<file path="config.mk">
export PLATFORM = sky130hd
export DESIGN_NAME = sbi_engine
export DESIGN_NICKNAME = d
export VERILOG_FILES = /design/src/hdl/sbi_engine.v /design/src/hdl/sbi_bus_timer.v
export VERILOG_INCLUDE_DIRS = /design/src /design/src/hdl
export SDC_FILE = /design/constraint.sdc
export NUM_CORES = 1
export LEC_CHECK = 0
export ABC_AREA = 1
export BUFFER_PORTS_ARGS = -buffer_cell sky130_fd_sc_hd__buf_4
export CAP_MARGIN = 20
export CORE_UTILIZATION = 45
export CTS_BUF_LIST = sky130_fd_sc_hd__clkbuf_8
export DETAILED_ROUTE_END_ITERATION = 12
export PLACE_DENSITY = 0.68
export SKIP_LAST_GASP = 1
export SLEW_MARGIN = 20
export SYNTH_ARGS = -nofsm -noshare
export SYNTH_HDL_FRONTEND = slang
export SYNTH_SLANG_ARGS = --single-unit
</file>
<file path="constraint.sdc">
create_clock -name SYS_CLK_I -period 2.5 [get_ports SYS_CLK_I]
set_input_delay 0.125 -clock SYS_CLK_I [delete_from_list [all_inputs] [get_ports SYS_CLK_I]]
set_output_delay 0.125 -clock SYS_CLK_I [all_outputs]
set_load 0.02 [all_outputs]
</file>
<file path="src/hdl/sbi_regs.vh">
// Register map, field positions and timing constants of the single-bit two-wire engine
`ifndef SBI_REGS_VH
`define SBI_REGS_VH

// ==========================================================
// Register byte offsets
`define SBI_ADDR_CTRL      4'h0
`define SBI_ADDR_DATA      4'h4
`define SBI_ADDR_CFG       4'h8
`define SBI_ADDR_TOUT      4'hC

// ==========================================================
// bus_control_status read fields
`define SBI_RD_RXBIT       7
`define SBI_RD_ATTN        6
`define SBI_RD_DATA_READY_FLAG        5
`define SBI_RD_ARL         4
`define SBI_RD_STR         3
`define SBI_RD_STP         2
`define SBI_RD_MASTER      1
`define SBI_RD_TXACT       0

// bus_control_status write fields
`define SBI_WR_CDR         7
`define SBI_WR_CLEAR_ARB_LOSS        6
`define SBI_WR_CLEAR_START_SEEN        5
`define SBI_WR_CLEAR_STOP_SEEN        4
`define SBI_WR_IDLE        3
`define SBI_WR_CXA         2
`define SBI_WR_SEND_STOP        1
`define SBI_WR_SEND_REPEATED_START        0

// bit_data_register field
`define SBI_DAT_BIT        7

// bus_config_register fields
`define SBI_CFG_SLAVE_ENABLE     7
`define SBI_CFG_MASTER_REQUEST     6
`define SBI_CFG_TIRQEN     5
`define SBI_CFG_TIMER_RUN_ENABLE      4
`define SBI_CFG_CTHI       1
`define SBI_CFG_CTLO       0
`define SBI_CFG_MASK       8'hF3

// Time-out status field, write 1 to clear
`define SBI_TOUT_FLAG      0

// ==========================================================
// Timing: machine cycle length and minimum-time counts
`define SBI_CLKS_PER_MC    6
`define SBI_MIN_DONE       4'h8
`define SBI_MIN_CT00       4'h5
`define SBI_MIN_CT01       4'h6
`define SBI_MIN_CT10       4'h7
`define SBI_MIN_CT11       4'h4

// AXI responses
`define SBI_RESP_OKAY      2'h0
`define SBI_RESP_SLVERR    2'h2

`endif

</file>
<file path="src/hdl/sbi_engine.v">
// Single-bit two-wire bus engine with AXI4-Lite register access
// Function
// - Arbitration loss set only while transmit-active; it clears transmit-active.
// - Loss when our 1 or repeated start sees SDA low, or foreign start.
// - Master loss: repeated start preempted by SCL low, or stop blocked by 0.
// - Start-seen set for master or non-idle slave, not for idle slave wake.
// - Stop-seen set for master or non-idle slave; idle slave ignores stop.
// - Become master when request set and bus free since reset, time-out or stop.
// - Leave master on arbitration loss, or on stop sent with request cleared.
// - Data write or control write with send-start/stop sets transmit-active.
// - SDA driven low only while transmit-active, in sequencer start/hold, or in low state while SCL reads high; no loss flagged without transmit-active.
// - Data read or clear-transmit-active write clears transmit-active.
// - Idle write ignores bus until next start; stop may promote to master.
// - Clear bits written as 1 clear their flag; 0 does nothing.
// - SCL held low while any of the four attention flags is set.
// - Repeated start: release SDA in SCL low, min time after rise pull low.
// - First start generated automatically on gaining mastership.
// - Stop: SDA low in SCL low, min time after rise release SDA.
// - New transmit bit reaches SDA only while SCL is low.
// - Disabled interface holds bus timer cleared.
// - Enabled without timer-run: only low timer bits count, no hang check.
// - Enabled with timer-run: timer counts in frames, reloaded by edges, start, stop.
// - Timer preloaded with 8 minus min count; min time done at 8.
// - Timing select gives counts 7,6,5,4 and time-outs 1023..1020.
// - Attention reads 1 when any of the four flags is set.
// - Data-ready set on SCL rise unless idle slave; cleared by data access.
// - Timer carry resets interface, releases SCL, raises timer request if enabled.
//
// Decided for this implementation: the address map and the AXI4-Lite interface to the registers.
`timescale 1ns/100ps
`default_nettype none
`include "sbi_regs.vh"

module sbi_engine #(
  parameter TMR_W = 10
) (
  // Clock and reset
  input  wire        SYS_CLK_I,
  input  wire        RST_I,
  // AXI4-Lite write address and data
  input  wire [3:0]  AXI_AWADDR_I,
  input  wire        AXI_AWVALID_I,
  output wire        AXI_AWREADY_O,
  input  wire [31:0] AXI_WDATA_I,
  input  wire [3:0]  AXI_WSTRB_I,
  input  wire        AXI_WVALID_I,
  output wire        AXI_WREADY_O,
  // AXI4-Lite write response
  output reg  [1:0]  AXI_BRESP_O,
  output reg         AXI_BVALID_O,
  input  wire        AXI_BREADY_I,
  // AXI4-Lite read
  input  wire [3:0]  AXI_ARADDR_I,
  input  wire        AXI_ARVALID_I,
  output wire        AXI_ARREADY_O,
  output reg  [31:0] AXI_RDATA_O,
  output reg  [1:0]  AXI_RRESP_O,
  output reg         AXI_RVALID_O,
  input  wire        AXI_RREADY_I,
  // Two-wire bus, open drain
  input  wire        SCL_I,
  output wire        SCL_O,
  output reg         SCL_OE_O,
  input  wire        SDA_I,
  output wire        SDA_O,
  output reg         SDA_OE_O,
  // Timer request
  output reg         TIMER_IRQ_O
);

  // ==========================================================
  // Master sequencer states
  localparam [4:0] M_IDLE  = 5'h01;
  localparam [4:0] M_START = 5'h02;
  localparam [4:0] M_LOW   = 5'h04;
  localparam [4:0] M_HIGH  = 5'h08;
  localparam [4:0] M_HOLD  = 5'h10;

  localparam [1:0] OP_NONE = 2'h0;
  localparam [1:0] OP_REP  = 2'h1;
  localparam [1:0] OP_STOP = 2'h2;

  function [3:0] preload;
    input [1:0] ct;
    begin
      case (ct)
        2'b10:   preload = `SBI_MIN_DONE - `SBI_MIN_CT10;
        2'b01:   preload = `SBI_MIN_DONE - `SBI_MIN_CT01;
        2'b00:   preload = `SBI_MIN_DONE - `SBI_MIN_CT00;
        default: preload = `SBI_MIN_DONE - `SBI_MIN_CT11;
      endcase
    end
  endfunction

  // ==========================================================
  // Pin synchronisers
  reg  [1:0] scl_sync_q;
  reg  [1:0] sda_sync_q;
  reg        scl_prev_q;
  reg        sda_prev_q;
  wire       scl_s = scl_sync_q[1];
  wire       sda_s = sda_sync_q[1];

  always @(posedge SYS_CLK_I or posedge RST_I) begin
    if (RST_I) begin
      scl_sync_q <= 2'b11;
      sda_sync_q <= 2'b11;
      scl_prev_q <= 1'b1;
      sda_prev_q <= 1'b1;
    end else begin
      scl_sync_q <= {scl_sync_q[0], SCL_I};
      sda_sync_q <= {sda_sync_q[0], SDA_I};
      scl_prev_q <= scl_s;
      sda_prev_q <= sda_s;
    end
  end

  wire scl_rise = scl_s & ~scl_prev_q;
  wire scl_fall = ~scl_s & scl_prev_q;
  wire start_det = scl_s & scl_prev_q & sda_prev_q & ~sda_s;
  wire stop_det  = scl_s & scl_prev_q & ~sda_prev_q & sda_s;

  // ==========================================================
  // State
  reg [7:0] cfg_q;
  reg       data_ready_flag_q, arl_q, str_q, stp_q, rxbit_q;
  reg       master_q, busy_q, idle_q, drop_q;
  reg       txact_q, txbit_q, sda_low_q, scl_low_q;
  reg       tout_q;
  reg [4:0] mst_q;
  reg [1:0] op_q;
  reg       fsm_load;

  wire slave_enable  = cfg_q[`SBI_CFG_SLAVE_ENABLE];
  wire master_request  = cfg_q[`SBI_CFG_MASTER_REQUEST];
  wire enabled = slave_enable | master_request | master_q;
  wire attn    = data_ready_flag_q | arl_q | str_q | stp_q;
  wire listen  = enabled & ~idle_q;

  // ==========================================================
  // Bus timer
  wire min_done;
  wire carry;
  wire tmr_load = scl_rise | scl_fall | start_det | stop_det | fsm_load;

  sbi_bus_timer #(
    .TMR_W      (TMR_W),
    .MC_CLKS    (`SBI_CLKS_PER_MC)
  ) u_timer (
    .clk_i      (SYS_CLK_I),
    .rst_i      (RST_I),
    .enable_i   (enabled),
    .run_full_i (cfg_q[`SBI_CFG_TIMER_RUN_ENABLE] & busy_q),
    .load_i     (tmr_load),
    .load_val_i (preload({cfg_q[`SBI_CFG_CTHI], cfg_q[`SBI_CFG_CTLO]})),
    .min_done_o (min_done),
    .carry_o    (carry)
  );

  // ==========================================================
  // AXI4-Lite slave
  wire       wr_go = AXI_AWVALID_I & AXI_WVALID_I & ~AXI_BVALID_O;
  wire       rd_go = AXI_ARVALID_I & ~AXI_RVALID_O;
  wire       wr_lo = wr_go & AXI_WSTRB_I[0];
  wire [7:0] wd    = AXI_WDATA_I[7:0];
  wire       wr_ctrl = wr_lo & (AXI_AWADDR_I == `SBI_ADDR_CTRL);
  wire       wr_data = wr_lo & (AXI_AWADDR_I == `SBI_ADDR_DATA);
  wire       wr_cfg  = wr_lo & (AXI_AWADDR_I == `SBI_ADDR_CFG);
  wire       wr_tout = wr_lo & (AXI_AWADDR_I == `SBI_ADDR_TOUT);
  wire       rd_data = rd_go & (AXI_ARADDR_I == `SBI_ADDR_DATA);
  wire       aw_hit  = (AXI_AWADDR_I[1:0] == 2'h0);
  wire       ar_hit  = (AXI_ARADDR_I[1:0] == 2'h0);

  assign AXI_AWREADY_O = wr_go;
  assign AXI_WREADY_O  = wr_go;
  assign AXI_ARREADY_O = rd_go;

  reg [7:0] rd_val;
  always @* begin
    case (AXI_ARADDR_I)
      `SBI_ADDR_CTRL: rd_val = {rxbit_q, attn, data_ready_flag_q, arl_q, str_q, stp_q, master_q, txact_q};
      `SBI_ADDR_DATA: rd_val = {rxbit_q, 7'h00};
      `SBI_ADDR_CFG:  rd_val = cfg_q;
      `SBI_ADDR_TOUT: rd_val = {7'h00, tout_q};
      default:        rd_val = 8'h00;
    endcase
  end

  always @(posedge SYS_CLK_I or posedge RST_I) begin
    if (RST_I) begin
      AXI_BVALID_O <= 1'b0;
      AXI_BRESP_O  <= `SBI_RESP_OKAY;
      AXI_RVALID_O <= 1'b0;
      AXI_RRESP_O  <= `SBI_RESP_OKAY;
      AXI_RDATA_O  <= 32'h00000000;
    end else begin
      if (wr_go) begin
        AXI_BVALID_O <= 1'b1;
        AXI_BRESP_O  <= aw_hit ? `SBI_RESP_OKAY : `SBI_RESP_SLVERR;
      end else if (AXI_BREADY_I) begin
        AXI_BVALID_O <= 1'b0;
      end
      if (rd_go) begin
        AXI_RVALID_O <= 1'b1;
        AXI_RRESP_O  <= ar_hit ? `SBI_RESP_OKAY : `SBI_RESP_SLVERR;
        AXI_RDATA_O  <= {24'h000000, rd_val};
      end else if (AXI_RREADY_I) begin
        AXI_RVALID_O <= 1'b0;
      end
    end
  end

  // ==========================================================
  // Arbitration loss detection
  wire arl_c1 = scl_rise & ~sda_low_q & ~sda_s;
  wire arl_c2 = start_det & ~sda_low_q;
  wire arl_c3 = (mst_q == M_HIGH) & (op_q == OP_REP) & scl_fall;
  wire arl_c4 = (mst_q == M_HOLD) & (op_q == OP_STOP) & min_done & ~fsm_load & ~sda_s;
  wire arl_set = listen & txact_q & (arl_c1 | arl_c2 | arl_c3 | arl_c4);

  // ==========================================================
  // Flags, configuration and mastership
  always @(posedge SYS_CLK_I or posedge RST_I) begin
    if (RST_I) begin
      cfg_q    <= 8'h00;
      data_ready_flag_q   <= 1'b0;
      arl_q    <= 1'b0;
      str_q    <= 1'b0;
      stp_q    <= 1'b0;
      rxbit_q  <= 1'b0;
      master_q <= 1'b0;
      busy_q   <= 1'b0;
      idle_q   <= 1'b0;
      drop_q   <= 1'b0;
      txact_q  <= 1'b0;
      txbit_q  <= 1'b1;
      tout_q   <= 1'b0;
      TIMER_IRQ_O <= 1'b0;
    end else begin
      if (wr_cfg) begin
        cfg_q <= wd & `SBI_CFG_MASK;
      end
      // Time-out wins over a same-cycle clear write
      tout_q      <= carry | (tout_q & ~(wr_tout & wd[`SBI_TOUT_FLAG]));
      TIMER_IRQ_O <= tout_q & cfg_q[`SBI_CFG_TIRQEN];
      if (scl_rise) begin
        rxbit_q <= sda_s;
      end
      if (carry) begin
        // Hang: drop everything on the bus side and release both lines
        data_ready_flag_q   <= 1'b0;
        arl_q    <= 1'b0;
        str_q    <= 1'b0;
        stp_q    <= 1'b0;
        master_q <= 1'b0;
        busy_q   <= 1'b0;
        idle_q   <= 1'b0;
        drop_q   <= 1'b0;
        txact_q  <= 1'b0;
      end else begin
        // Hardware set wins over a same-cycle clear
        data_ready_flag_q <= (scl_rise & listen) |
                  (data_ready_flag_q & ~(wr_ctrl & wd[`SBI_WR_CDR]) & ~wr_data & ~rd_data);
        arl_q  <= arl_set | (arl_q & ~(wr_ctrl & wd[`SBI_WR_CLEAR_ARB_LOSS]));
        str_q  <= (start_det & listen) |
                  (str_q & ~(wr_ctrl & wd[`SBI_WR_CLEAR_START_SEEN]));
        stp_q  <= (stop_det & listen) |
                  (stp_q & ~(wr_ctrl & wd[`SBI_WR_CLEAR_STOP_SEEN]));
        if (start_det) begin
          busy_q <= 1'b1;
          idle_q <= 1'b0;
        end else if (stop_det) begin
          busy_q <= 1'b0;
        end else if (wr_ctrl & wd[`SBI_WR_IDLE]) begin
          idle_q <= 1'b1;
        end
        // Transmit-active
        if (arl_set) begin
          txact_q <= 1'b0;
        end else if (wr_data) begin
          txact_q <= 1'b1;
          txbit_q <= wd[`SBI_DAT_BIT];
        end else if (wr_ctrl & wd[`SBI_WR_SEND_REPEATED_START]) begin
          txact_q <= 1'b1;
          txbit_q <= 1'b1;
        end else if (wr_ctrl & wd[`SBI_WR_SEND_STOP]) begin
          txact_q <= 1'b1;
          txbit_q <= 1'b0;
        end else if (rd_data | (wr_ctrl & wd[`SBI_WR_CXA])) begin
          txact_q <= 1'b0;
        end
        // Mastership
        if (wr_ctrl & wd[`SBI_WR_SEND_STOP] & ~master_request) begin
          drop_q <= 1'b1;
        end
        if (arl_set | (stop_det & drop_q)) begin
          master_q <= 1'b0;
          drop_q   <= 1'b0;
        end else if (master_request & ~busy_q & ~start_det) begin
          master_q <= 1'b1;
        end
      end
    end
  end

  // ==========================================================
  // Line drivers and master sequencer
  wire sda_tgt = txact_q & ~txbit_q;
  wire sda_apply = ~scl_s & (mst_q != M_START) & (mst_q != M_HOLD);

  always @(posedge SYS_CLK_I or posedge RST_I) begin
    if (RST_I) begin
      mst_q     <= M_IDLE;
      op_q      <= OP_NONE;
      sda_low_q <= 1'b0;
      scl_low_q <= 1'b0;
      fsm_load  <= 1'b0;
    end else begin
      fsm_load <= 1'b0;
      if (wr_ctrl & wd[`SBI_WR_SEND_REPEATED_START]) begin
        op_q <= OP_REP;
      end else if (wr_ctrl & wd[`SBI_WR_SEND_STOP]) begin
        op_q <= OP_STOP;
      end
      if (sda_apply) begin
        sda_low_q <= sda_tgt;
      end
      if (carry | arl_set | ~master_q) begin
        mst_q     <= M_IDLE;
        scl_low_q <= 1'b0;
        if (carry | arl_set) begin
          sda_low_q <= 1'b0;
          op_q      <= OP_NONE;
        end
      end else begin
        case (mst_q)
          M_IDLE: begin
            // Automatic first start once the bus has been free long enough
            if (~busy_q & min_done & scl_s & sda_s) begin
              sda_low_q <= 1'b1;
              fsm_load  <= 1'b1;
              mst_q     <= M_START;
            end
          end
          M_START: begin
            if (min_done & ~fsm_load) begin
              scl_low_q <= 1'b1;
              fsm_load  <= 1'b1;
              mst_q     <= M_LOW;
            end
          end
          M_LOW: begin
            // SDA must settle before SCL is let go
            if (min_done & ~attn & ~fsm_load & (sda_low_q == sda_tgt)) begin
              scl_low_q <= 1'b0;
              mst_q     <= M_HIGH;
            end
          end
          M_HIGH: begin
            if (scl_fall) begin
              scl_low_q <= 1'b1;
              mst_q     <= M_LOW;
              if (op_q == OP_REP) begin
                op_q <= OP_NONE;
              end
            end else if (scl_s & ~scl_rise & min_done) begin
              fsm_load <= 1'b1;
              case (op_q)
                OP_REP: begin
                  sda_low_q <= 1'b1;
                  mst_q     <= M_HOLD;
                end
                OP_STOP: begin
                  sda_low_q <= 1'b0;
                  mst_q     <= M_HOLD;
                end
                default: begin
                  scl_low_q <= 1'b1;
                  mst_q     <= M_LOW;
                end
              endcase
            end
          end
          M_HOLD: begin
            if (min_done & ~fsm_load) begin
              fsm_load <= 1'b1;
              op_q     <= OP_NONE;
              if (op_q == OP_REP) begin
                scl_low_q <= 1'b1;
                mst_q     <= M_LOW;
              end else begin
                mst_q <= M_IDLE;
              end
            end
          end
          default: begin
            mst_q <= M_IDLE;
          end
        endcase
      end
    end
  end

  // ==========================================================
  // Pin outputs: open drain, low only when enabled
  always @(posedge SYS_CLK_I or posedge RST_I) begin
    if (RST_I) begin
      SCL_OE_O <= 1'b0;
      SDA_OE_O <= 1'b0;
    end else begin
      // Stretch: hold SCL once it is low and a flag awaits software
      SCL_OE_O <= enabled & ~carry & (scl_low_q | (attn & ~scl_s));
      SDA_OE_O <= enabled & ~carry & sda_low_q &
                  (txact_q | (mst_q == M_START) | (mst_q == M_HOLD) | ((mst_q == M_LOW) & scl_s));
    end
  end

  assign SCL_O = 1'b0;
  assign SDA_O = 1'b0;

endmodule // sbi_engine

`default_nettype wire

</file>
<file path="src/hdl/sbi_bus_timer.v">
// Ten-bit bus timer with machine-cycle prescaler for min-time and hang detection
`timescale 1ns/100ps
`default_nettype none
`include "sbi_regs.vh"

module sbi_bus_timer #(
  parameter TMR_W = 10,
  parameter MC_CLKS = `SBI_CLKS_PER_MC
) (
  // Clock and reset
  input  wire             clk_i,
  input  wire             rst_i,
  // Control
  input  wire             enable_i,
  input  wire             run_full_i,
  input  wire             load_i,
  input  wire [3:0]       load_val_i,
  // Status
  output wire             min_done_o,
  output reg              carry_o
);

  reg [2:0]       pre_q;
  reg [TMR_W-1:0] cnt_q;
  wire            tick = (pre_q == MC_CLKS[2:0] - 3'h1);

  // ==========================================================
  // Prescaler: one tick per machine cycle
  always @(posedge clk_i or posedge rst_i) begin
    if (rst_i) begin
      pre_q <= 3'h0;
    end else if (!enable_i || tick) begin
      pre_q <= 3'h0;
    end else begin
      pre_q <= pre_q + 3'h1;
    end
  end

  // ==========================================================
  // Counter
  always @(posedge clk_i or posedge rst_i) begin
    if (rst_i) begin
      cnt_q   <= {TMR_W{1'b0}};
      carry_o <= 1'b0;
    end else begin
      carry_o <= 1'b0;
      if (!enable_i) begin
        cnt_q <= {TMR_W{1'b0}};
      end else if (load_i) begin
        cnt_q <= {{(TMR_W-4){1'b0}}, load_val_i};
      end else if (tick) begin
        if (run_full_i) begin
          {carry_o, cnt_q} <= {1'b0, cnt_q} + {{TMR_W{1'b0}}, 1'b1};
        end else if (cnt_q[TMR_W-1:3] == {(TMR_W-3){1'b0}}) begin
          // Only the low bits run; stops at the min-time mark, no hang check
          cnt_q <= cnt_q + {{(TMR_W-1){1'b0}}, 1'b1};
        end
      end
    end
  end

  assign min_done_o = (cnt_q[TMR_W-1:3] != {(TMR_W-3){1'b0}});

endmodule // sbi_bus_timer

`default_nettype wire

</file>
# --- Yosys cells after proc, flatten, opt, wreduce, memory -nomap -nowiden ---
# Index checks and enable logic that the tools add are counted.
word_totals:
  regBits: 65
  input_bits: 53
  output_inout_bits: 46
op_classes:
  addsub: 3
  n_eq_ne: 29
  n_mux: 85
  bitwise: 121
  n_reduce_logical: 25
op_table:
  columns: ["op", "n"]
  rows:
  - ["$and 1x1->1", 71]
  - ["$mux 1", 53]
  - ["$mux 10", 5]
  - ["$mux 5", 8]
  - ["$pmux 8 s4", 1]
  - ["$not 1->1", 25]
  - ["$or 1x1->1", 25]
  - ["$pmux 5 s5", 1]
  - ["$mux 2", 9]
  - ["$eq 4x4->1 const B", 4]
  - ["$ne 3x3->1 const B", 5]
  - ["$reduce_bool 3->1", 5]
  - ["$add 10x1->11 const B", 1]
  - ["$add 10x1->10 const B", 1]
  - ["$pmux 3 s3", 1]
  - ["$eq 4x3->1 const B", 2]
  - ["$logic_not 4->1", 2]
  - ["$logic_not 7->1", 1]
  - ["$reduce_and 7->1", 1]
  - ["$reduce_bool 7->1", 1]
  - ["$logic_not 2->1", 3]
  - ["$mux 3", 2]
  - ["$reduce_bool 6->1", 1]
  - ["$eq 5x1->1 const B", 1]
  - ["28 further kinds", 34]

# --- Logic depth before layout (Yosys ltp) ---
depth:
  ltp_word: 12
  mapped_depth: 14
  ltp_nobuf: 14

# --- Hierarchy ---
# Synthesis repeated with hierarchy kept, for this count alone.
hier_totals:
  hier_cells: 484
  area_unflattened_um2: 3722.3
modules_own_cells:
  columns: ["module", "n_inst", "cells_per_inst", "area_each_um2", "seq_area_each_um2"]
  rows:
  - ["sbi_engine", 1, 353, 2821.5, 1236.2]
  - ["sbi_bus_timer", 1, 131, 900.9, 350.3]

# --- Worst setup path before layout ---
# Ideal clock, no wire load.
synth_path:
  path_kind: "reg-to-reg"
  from: "register scl_sync_q[1]"
  to: "register u_timer.cnt_q[7]"
  setup_ps: 123
  arrival_time_ps: 1775
  slack_ps: 601
  path_stages_with_launch: 13
  path_buffers: 0
  cell_sequence: "dfstp_2 ha_1 nand2_1 nor2_1 inv_1 nand4_2 inv_1 nand2_1 nor2_2 nor2_1 nand3_1 o21ai_0 a21oi_1"
synth_between:
  elab_chain_cells: 8
  elab_cells_between_ends: 17
synth_rtl:
  columns: ["item", "line", "rtl"]
  rows:
  - ["from (decl)", "sbi_engine.v:97", "reg [1:0] scl_sync_q;"]
  - ["from (signal assigned)", "sbi_engine.v:111", "scl_sync_q <= {scl_sync_q[0], SCL_I};"]
  - ["$and 1x1->1 or $not 1->1 (tied branches)", "sbi_engine.v:120, sbi_engine.v:121, sbi_engine.v:119", null]
  - ["$and 1x1->1 (on tied branches)", "sbi_engine.v:120, sbi_engine.v:119", null]
  - ["$and 1x1->1 or $or 1x1->1 (tied branches)", "sbi_engine.v:120, sbi_engine.v:144", null]
  - ["$or 1x1->1", "sbi_engine.v:144", "wire tmr_load = scl_rise | scl_fall | start_det | stop_det | fsm_load;"]
  - ["$or 1x1->1 (*) (2 in a row)", "sbi_engine.v:144", null]
  - ["$ne 4x1->1 (no line), or another cell as far along", null, null]
  - ["$reduce_and 2->1 (no line) or $mux 10 (tied branches)", null, null]
  - ["to (signal assigned)", "sbi_bus_timer.v:43", "cnt_q <= {TMR_W{1'b0}};"]
  - ["to (signal assigned)", "sbi_bus_timer.v:48", "cnt_q <= {TMR_W{1'b0}};"]
  - ["to (signal assigned)", "sbi_bus_timer.v:50", "cnt_q <= {{(TMR_W-4){1'b0}}, load_val_i};"]
  - ["to (decl)", "sbi_bus_timer.v:24", "reg [TMR_W-1:0] cnt_q;"]
# Mark *: on every way between the ends. The rest lies on a longest branch, timed or not.
# A chain may end at the register's enable or synchronous reset.

# --- Final worst setup path ---
# Same ends and word-level chain as after synthesis.

==> summary.md <==
| Metric | Value |
|---|---|
| Global route hottest layer | met2 |
| Fraction of layout cells with a size suffix above 1 | about 17% |
| IO Port Bufs | between 40 and 50 |
| Setup TNS | 0 ns |
| Crit path depth | 12 |
| CP endpoint | u_timer.cnt_q[7] |
| WP data required | 2.73 ns |
| Die width | 90.4 µm |
| Cell Rows | 31 |
| Largest net degree at the start of global routing | 28 |
| CTS Sinks | 63 |
| DRT iter0 DRCs | 169 |
| Area grow syn2layout | 16.4% |
| Antenna-violating nets left | 0 |
| Critical path's slowest cell | dfstp_2 |
| RSZ-0062 raised after global routing | no |
| Synth Warn # | 0 |
| Netlist cell types | 38 |
| Minimum clock period | 2.21 ns |
| Slew headroom | 62.9% |
| Critical Path Start | scl_sync_q[1] |
| Routed WL per cell | 12.4 µm |
| Met3 Use GR | 5.47% |
| WL final | 7.49 mm |
| Antenna violations before repair | 0 |
| Reg-to-Reg Start | scl_sync_q[1] |
| IR drop worst, VDD | approximately 0.49 mV |
| Post-Layout Cell Count | about 610 |
| Reg-to-reg endpoint | u_timer.cnt_q[7] |
| # IOs | 99 |
| Worst-Margin Slew | between 0.5 and 0.6 ns |
| Cell family with most CP delay | simple AND/OR/NAND/NOR gates |
| Post-CTS Resized | 0 |
| Pre-Repair DR Iteration Count | 4 |
| Worst hold start | AXI_WDATA_I[6] |
| Root Driver | clkbuf_8 |
| Core area | 0.00741 mm² |
| Via count of the first global-routing pass | 2770 |
| Clock tree buffer depth | 2 |
| WP buf/inv | 2 |
| Met1 Track Usage GR | around a quarter |
| CP Capture Type | flop |
| Pwr Density | between 700 and 800 mW/mm² |
| Fin crit share | 88.4% |
| Syn Inst Count | 444 |
| #FFs+latches synth | 63 |
| Worst path max stage delay | 0.58 ns |
| Vias/cell | 4.83 |
| Nets | ~560 |
| Hold WC Path Type | input port to flop |
| Seq/Total Area, Yosys | 45.1% |
| Clock skew | ~0.008 ns |
| Crit Path Max Fanout | 8 |
| Setup CP Type | flop to flop |
| Mapped Area | ~0.0035 mm² |
| Grt ovf | 0 |
| H-Tree Depth | 3 |
| Pins over their slew limit | 0 |
| Cells after DPL | 584 |
| Number of remaining DRC errors | 0 |
| Skew-Pair Late Insertion Delay | 0.34 ns |
| Outcome | finished, final reports clean |
| Max Fclk | approximately 450 MHz |
| Starting density of the core | between 40% and 50% |
| Antenna cell count | 0 |
| Filler cell count | 707 |
| Final hold viol count | 0 |
| Syn_area_per_cell | 7.92 µm² |
| Met2 usage | 32.1% |
| DIE HEIGHT | between 90 and 100 µm |
| Routed via count | between 2000 and 3000 |
| Crit path launch type | flop |
| Routability Congestion | 0.837 |
| Detailed Place HPWL | 5.83 mm |
| CTS tree | yes |
| Tot GR Track Use | 19.7% |
| First-pass GRT wire length | between 10 and 15 mm |
| Final setup viols | 0 |
| Worst-path clk slew | approximately 0.070 ns |
| Reg2reg path depth | 12 |
| Num CTS Buffers | 9 |
| Leakage | 2.14 nW |
| Max cap viols | 0 |
| Die area | 0.00817 mm² |
| Crit path cell chain | ha_1, nand2_1, nor2_1, inv_1, nand4_2, inv_1, nand2_1, nor2_2, nor2_1, nand3_1, o21ai_0, a21oi_1 |
| Critical Path AT | 2.44 ns |
| Reg2reg setup slack | slightly below 0.3 ns |
## worst register-to-register path: cells and delay by family, from the launching register on
kind | cells | cell delay (ns)
fa+ha+maj | 1 | 0.22
compound gates | 2 | 0.21
buf+inv | 2 | 0.18
flops | 1 | 0.58
simple gates | 7 | 0.91
## synthesized netlist by cell type (all sizes together)
| cell type | n | share of area (%) |
|---|---|---|
| nand2 | 87 | 9.5 |
| inv | 75 | 8.0 |
| dfrtp | 55 | 39 |
| nor2 | 49 | 6.1 |
| o21ai | 35 | 5.1 |
| buf | 30 | 6.4 |
| nand3 | 22 | 3.6 |
| a21oi | 19 | 2.7 |
| nor3 | 16 | 2.3 |
| nand4 | 10 | 2.1 |
| dfstp | 8 | 6.0 |
| ha | 8 | 2.8 |
| o211ai | 4 | 0.85 |
| o22ai | 4 | 0.71 |
| nor4 | 3 | 0.53 |
| a211oi | 2 | 0.43 |
| a22o | 2 | 0.50 |
| a31oi | 2 | 0.36 |
| clkbuf | 2 | 0.21 |
| or2 | 2 | 0.43 |
| xor2 | 2 | 0.50 |
| a221oi | 1 | 0.25 |
| a22oi | 1 | 0.21 |
| a32o | 1 | 0.28 |
| conb | 1 | 0.11 |
| mux2 | 1 | 0.32 |
| o2111ai | 1 | 0.25 |
| xnor2 | 1 | 0.25 |
## layout make-up
cell class / count / area (µm²) / area share, %
flip-flops and latches: 63 / 1590 / 38.8
multi-input cells: 301 / 1520 / 37.0
repair buffers: 51 / 395 / 9.66
inverters: 75 / 282 / 6.88
clock buffers: 10 / 138 / 3.36
well taps: 99 / 124 / 3.03
clock inverters: 6 / 52.6 / 1.28
## where the power goes
part           switching, W  internal (W)  total (W)
Sequential         0.000130       0.00120    0.00133
Combinational      0.000645      0.000353   0.000999
Clock              0.000379      0.000475   0.000854
Total               0.00115       0.00203    0.00319
## registers in the layout, indices dropped and copies added (netlist names), 2 cells and up
name	count
u_timer.cnt_q	10
AXI_RDATA_O	8
cfg_q	6
mst_q	5
u_timer.pre_q	3
op_q	2
scl_sync_q	2
sda_sync_q	2
## routing by layer
layer | wire length [µm] | share of wire [%] | vias up
met4 | 57 | 0.76 | 0
met1 | 3510 | 47 | 1360
met2 | 3610 | 48 | 67
met5 | 0 | 0 | -
met3 | 316 | 4.2 | 4
li1 | - | - | 1491
## per-stage QoR
stage / hold WS (ns) / total power [W] / worst slack (ns) / instance area [µm²] / utilization [%]
after floorplan: 0.129 / 0.00209 / 0.601 / 3620 / -
after global placement: 0.216 / 0.00231 / 0.336 / 3850 / 52.0
after detailed placement: 0.232 / 0.00234 / 0.282 / 3850 / 52.0
after CTS: 0.0672 / 0.00321 / 0.275 / 4090 / 55.3
after global routing: 0.0803 / 0.00341 / 0.0425 / 4090 / 55.3
final: 0.0760 / 0.00319 / 0.289 / 4090 / 55.3
## cells by family (layout without fill, tap and decap cells)
logic type	count (synthesis)	in the layout	synth area share [%]
XOR/XNOR	3	3	0.747
flip-flops	63	63	45.1
multiplexers	1	1	0.320
AO/OA/AOI/OAI	72	72	11.6
adder cells (fa/ha/maj)	8	8	2.85
AND/OR/NAND/NOR	189	189	24.6
other	1	28	0.107
buffers and inverters	107	142	14.6
## cells in the final DEF (no fill, tap or decap), types with 2 or more instances in the layout
cell type and n:
dlygate4sd3_1 5, clkinv_2 3, dfrtp_1 55, o22ai_1 4, nand2_1 86, conb_1 28, a31oi_1 2, inv_1 72
buf_4 46, nor2_2 3, nor3_1 16, ha_1 8, nor4_1 3, a211oi_1 2, a21oi_1 19, nor2_1 43
clkbuf_8 10, o211ai_1 4, nand3_1 20, nand4_1 8, inv_2 5, nand4_2 2, xor2_1 2, dfstp_2 8
a22o_1 2, nor2_4 3, o21ai_0 33
## how the worst min path moves through the flow
stage,endpoint,slack [ns],cells after the start
2_1_floorplan,scl_sync_q[0],0.13,0
3_3_place_gp,AXI_RDATA_O[1],0.22,2
3_5_place_dp,AXI_RDATA_O[2],0.23,2
4_1_cts,cfg_q[5],0.07,3
5_1_grt,cfg_q[5],0.08,3
6_report,cfg_q[6],0.08,3
## what timing repair did
| item | in CTS | in global routing |
|---|---|---|
| setup buffers | 0 | 0 |
| hold endpoints to repair | 26 | 0 |
| hold buffers | 5 | 0 |
No activity file was read; power rests on OpenSTA's default activity.
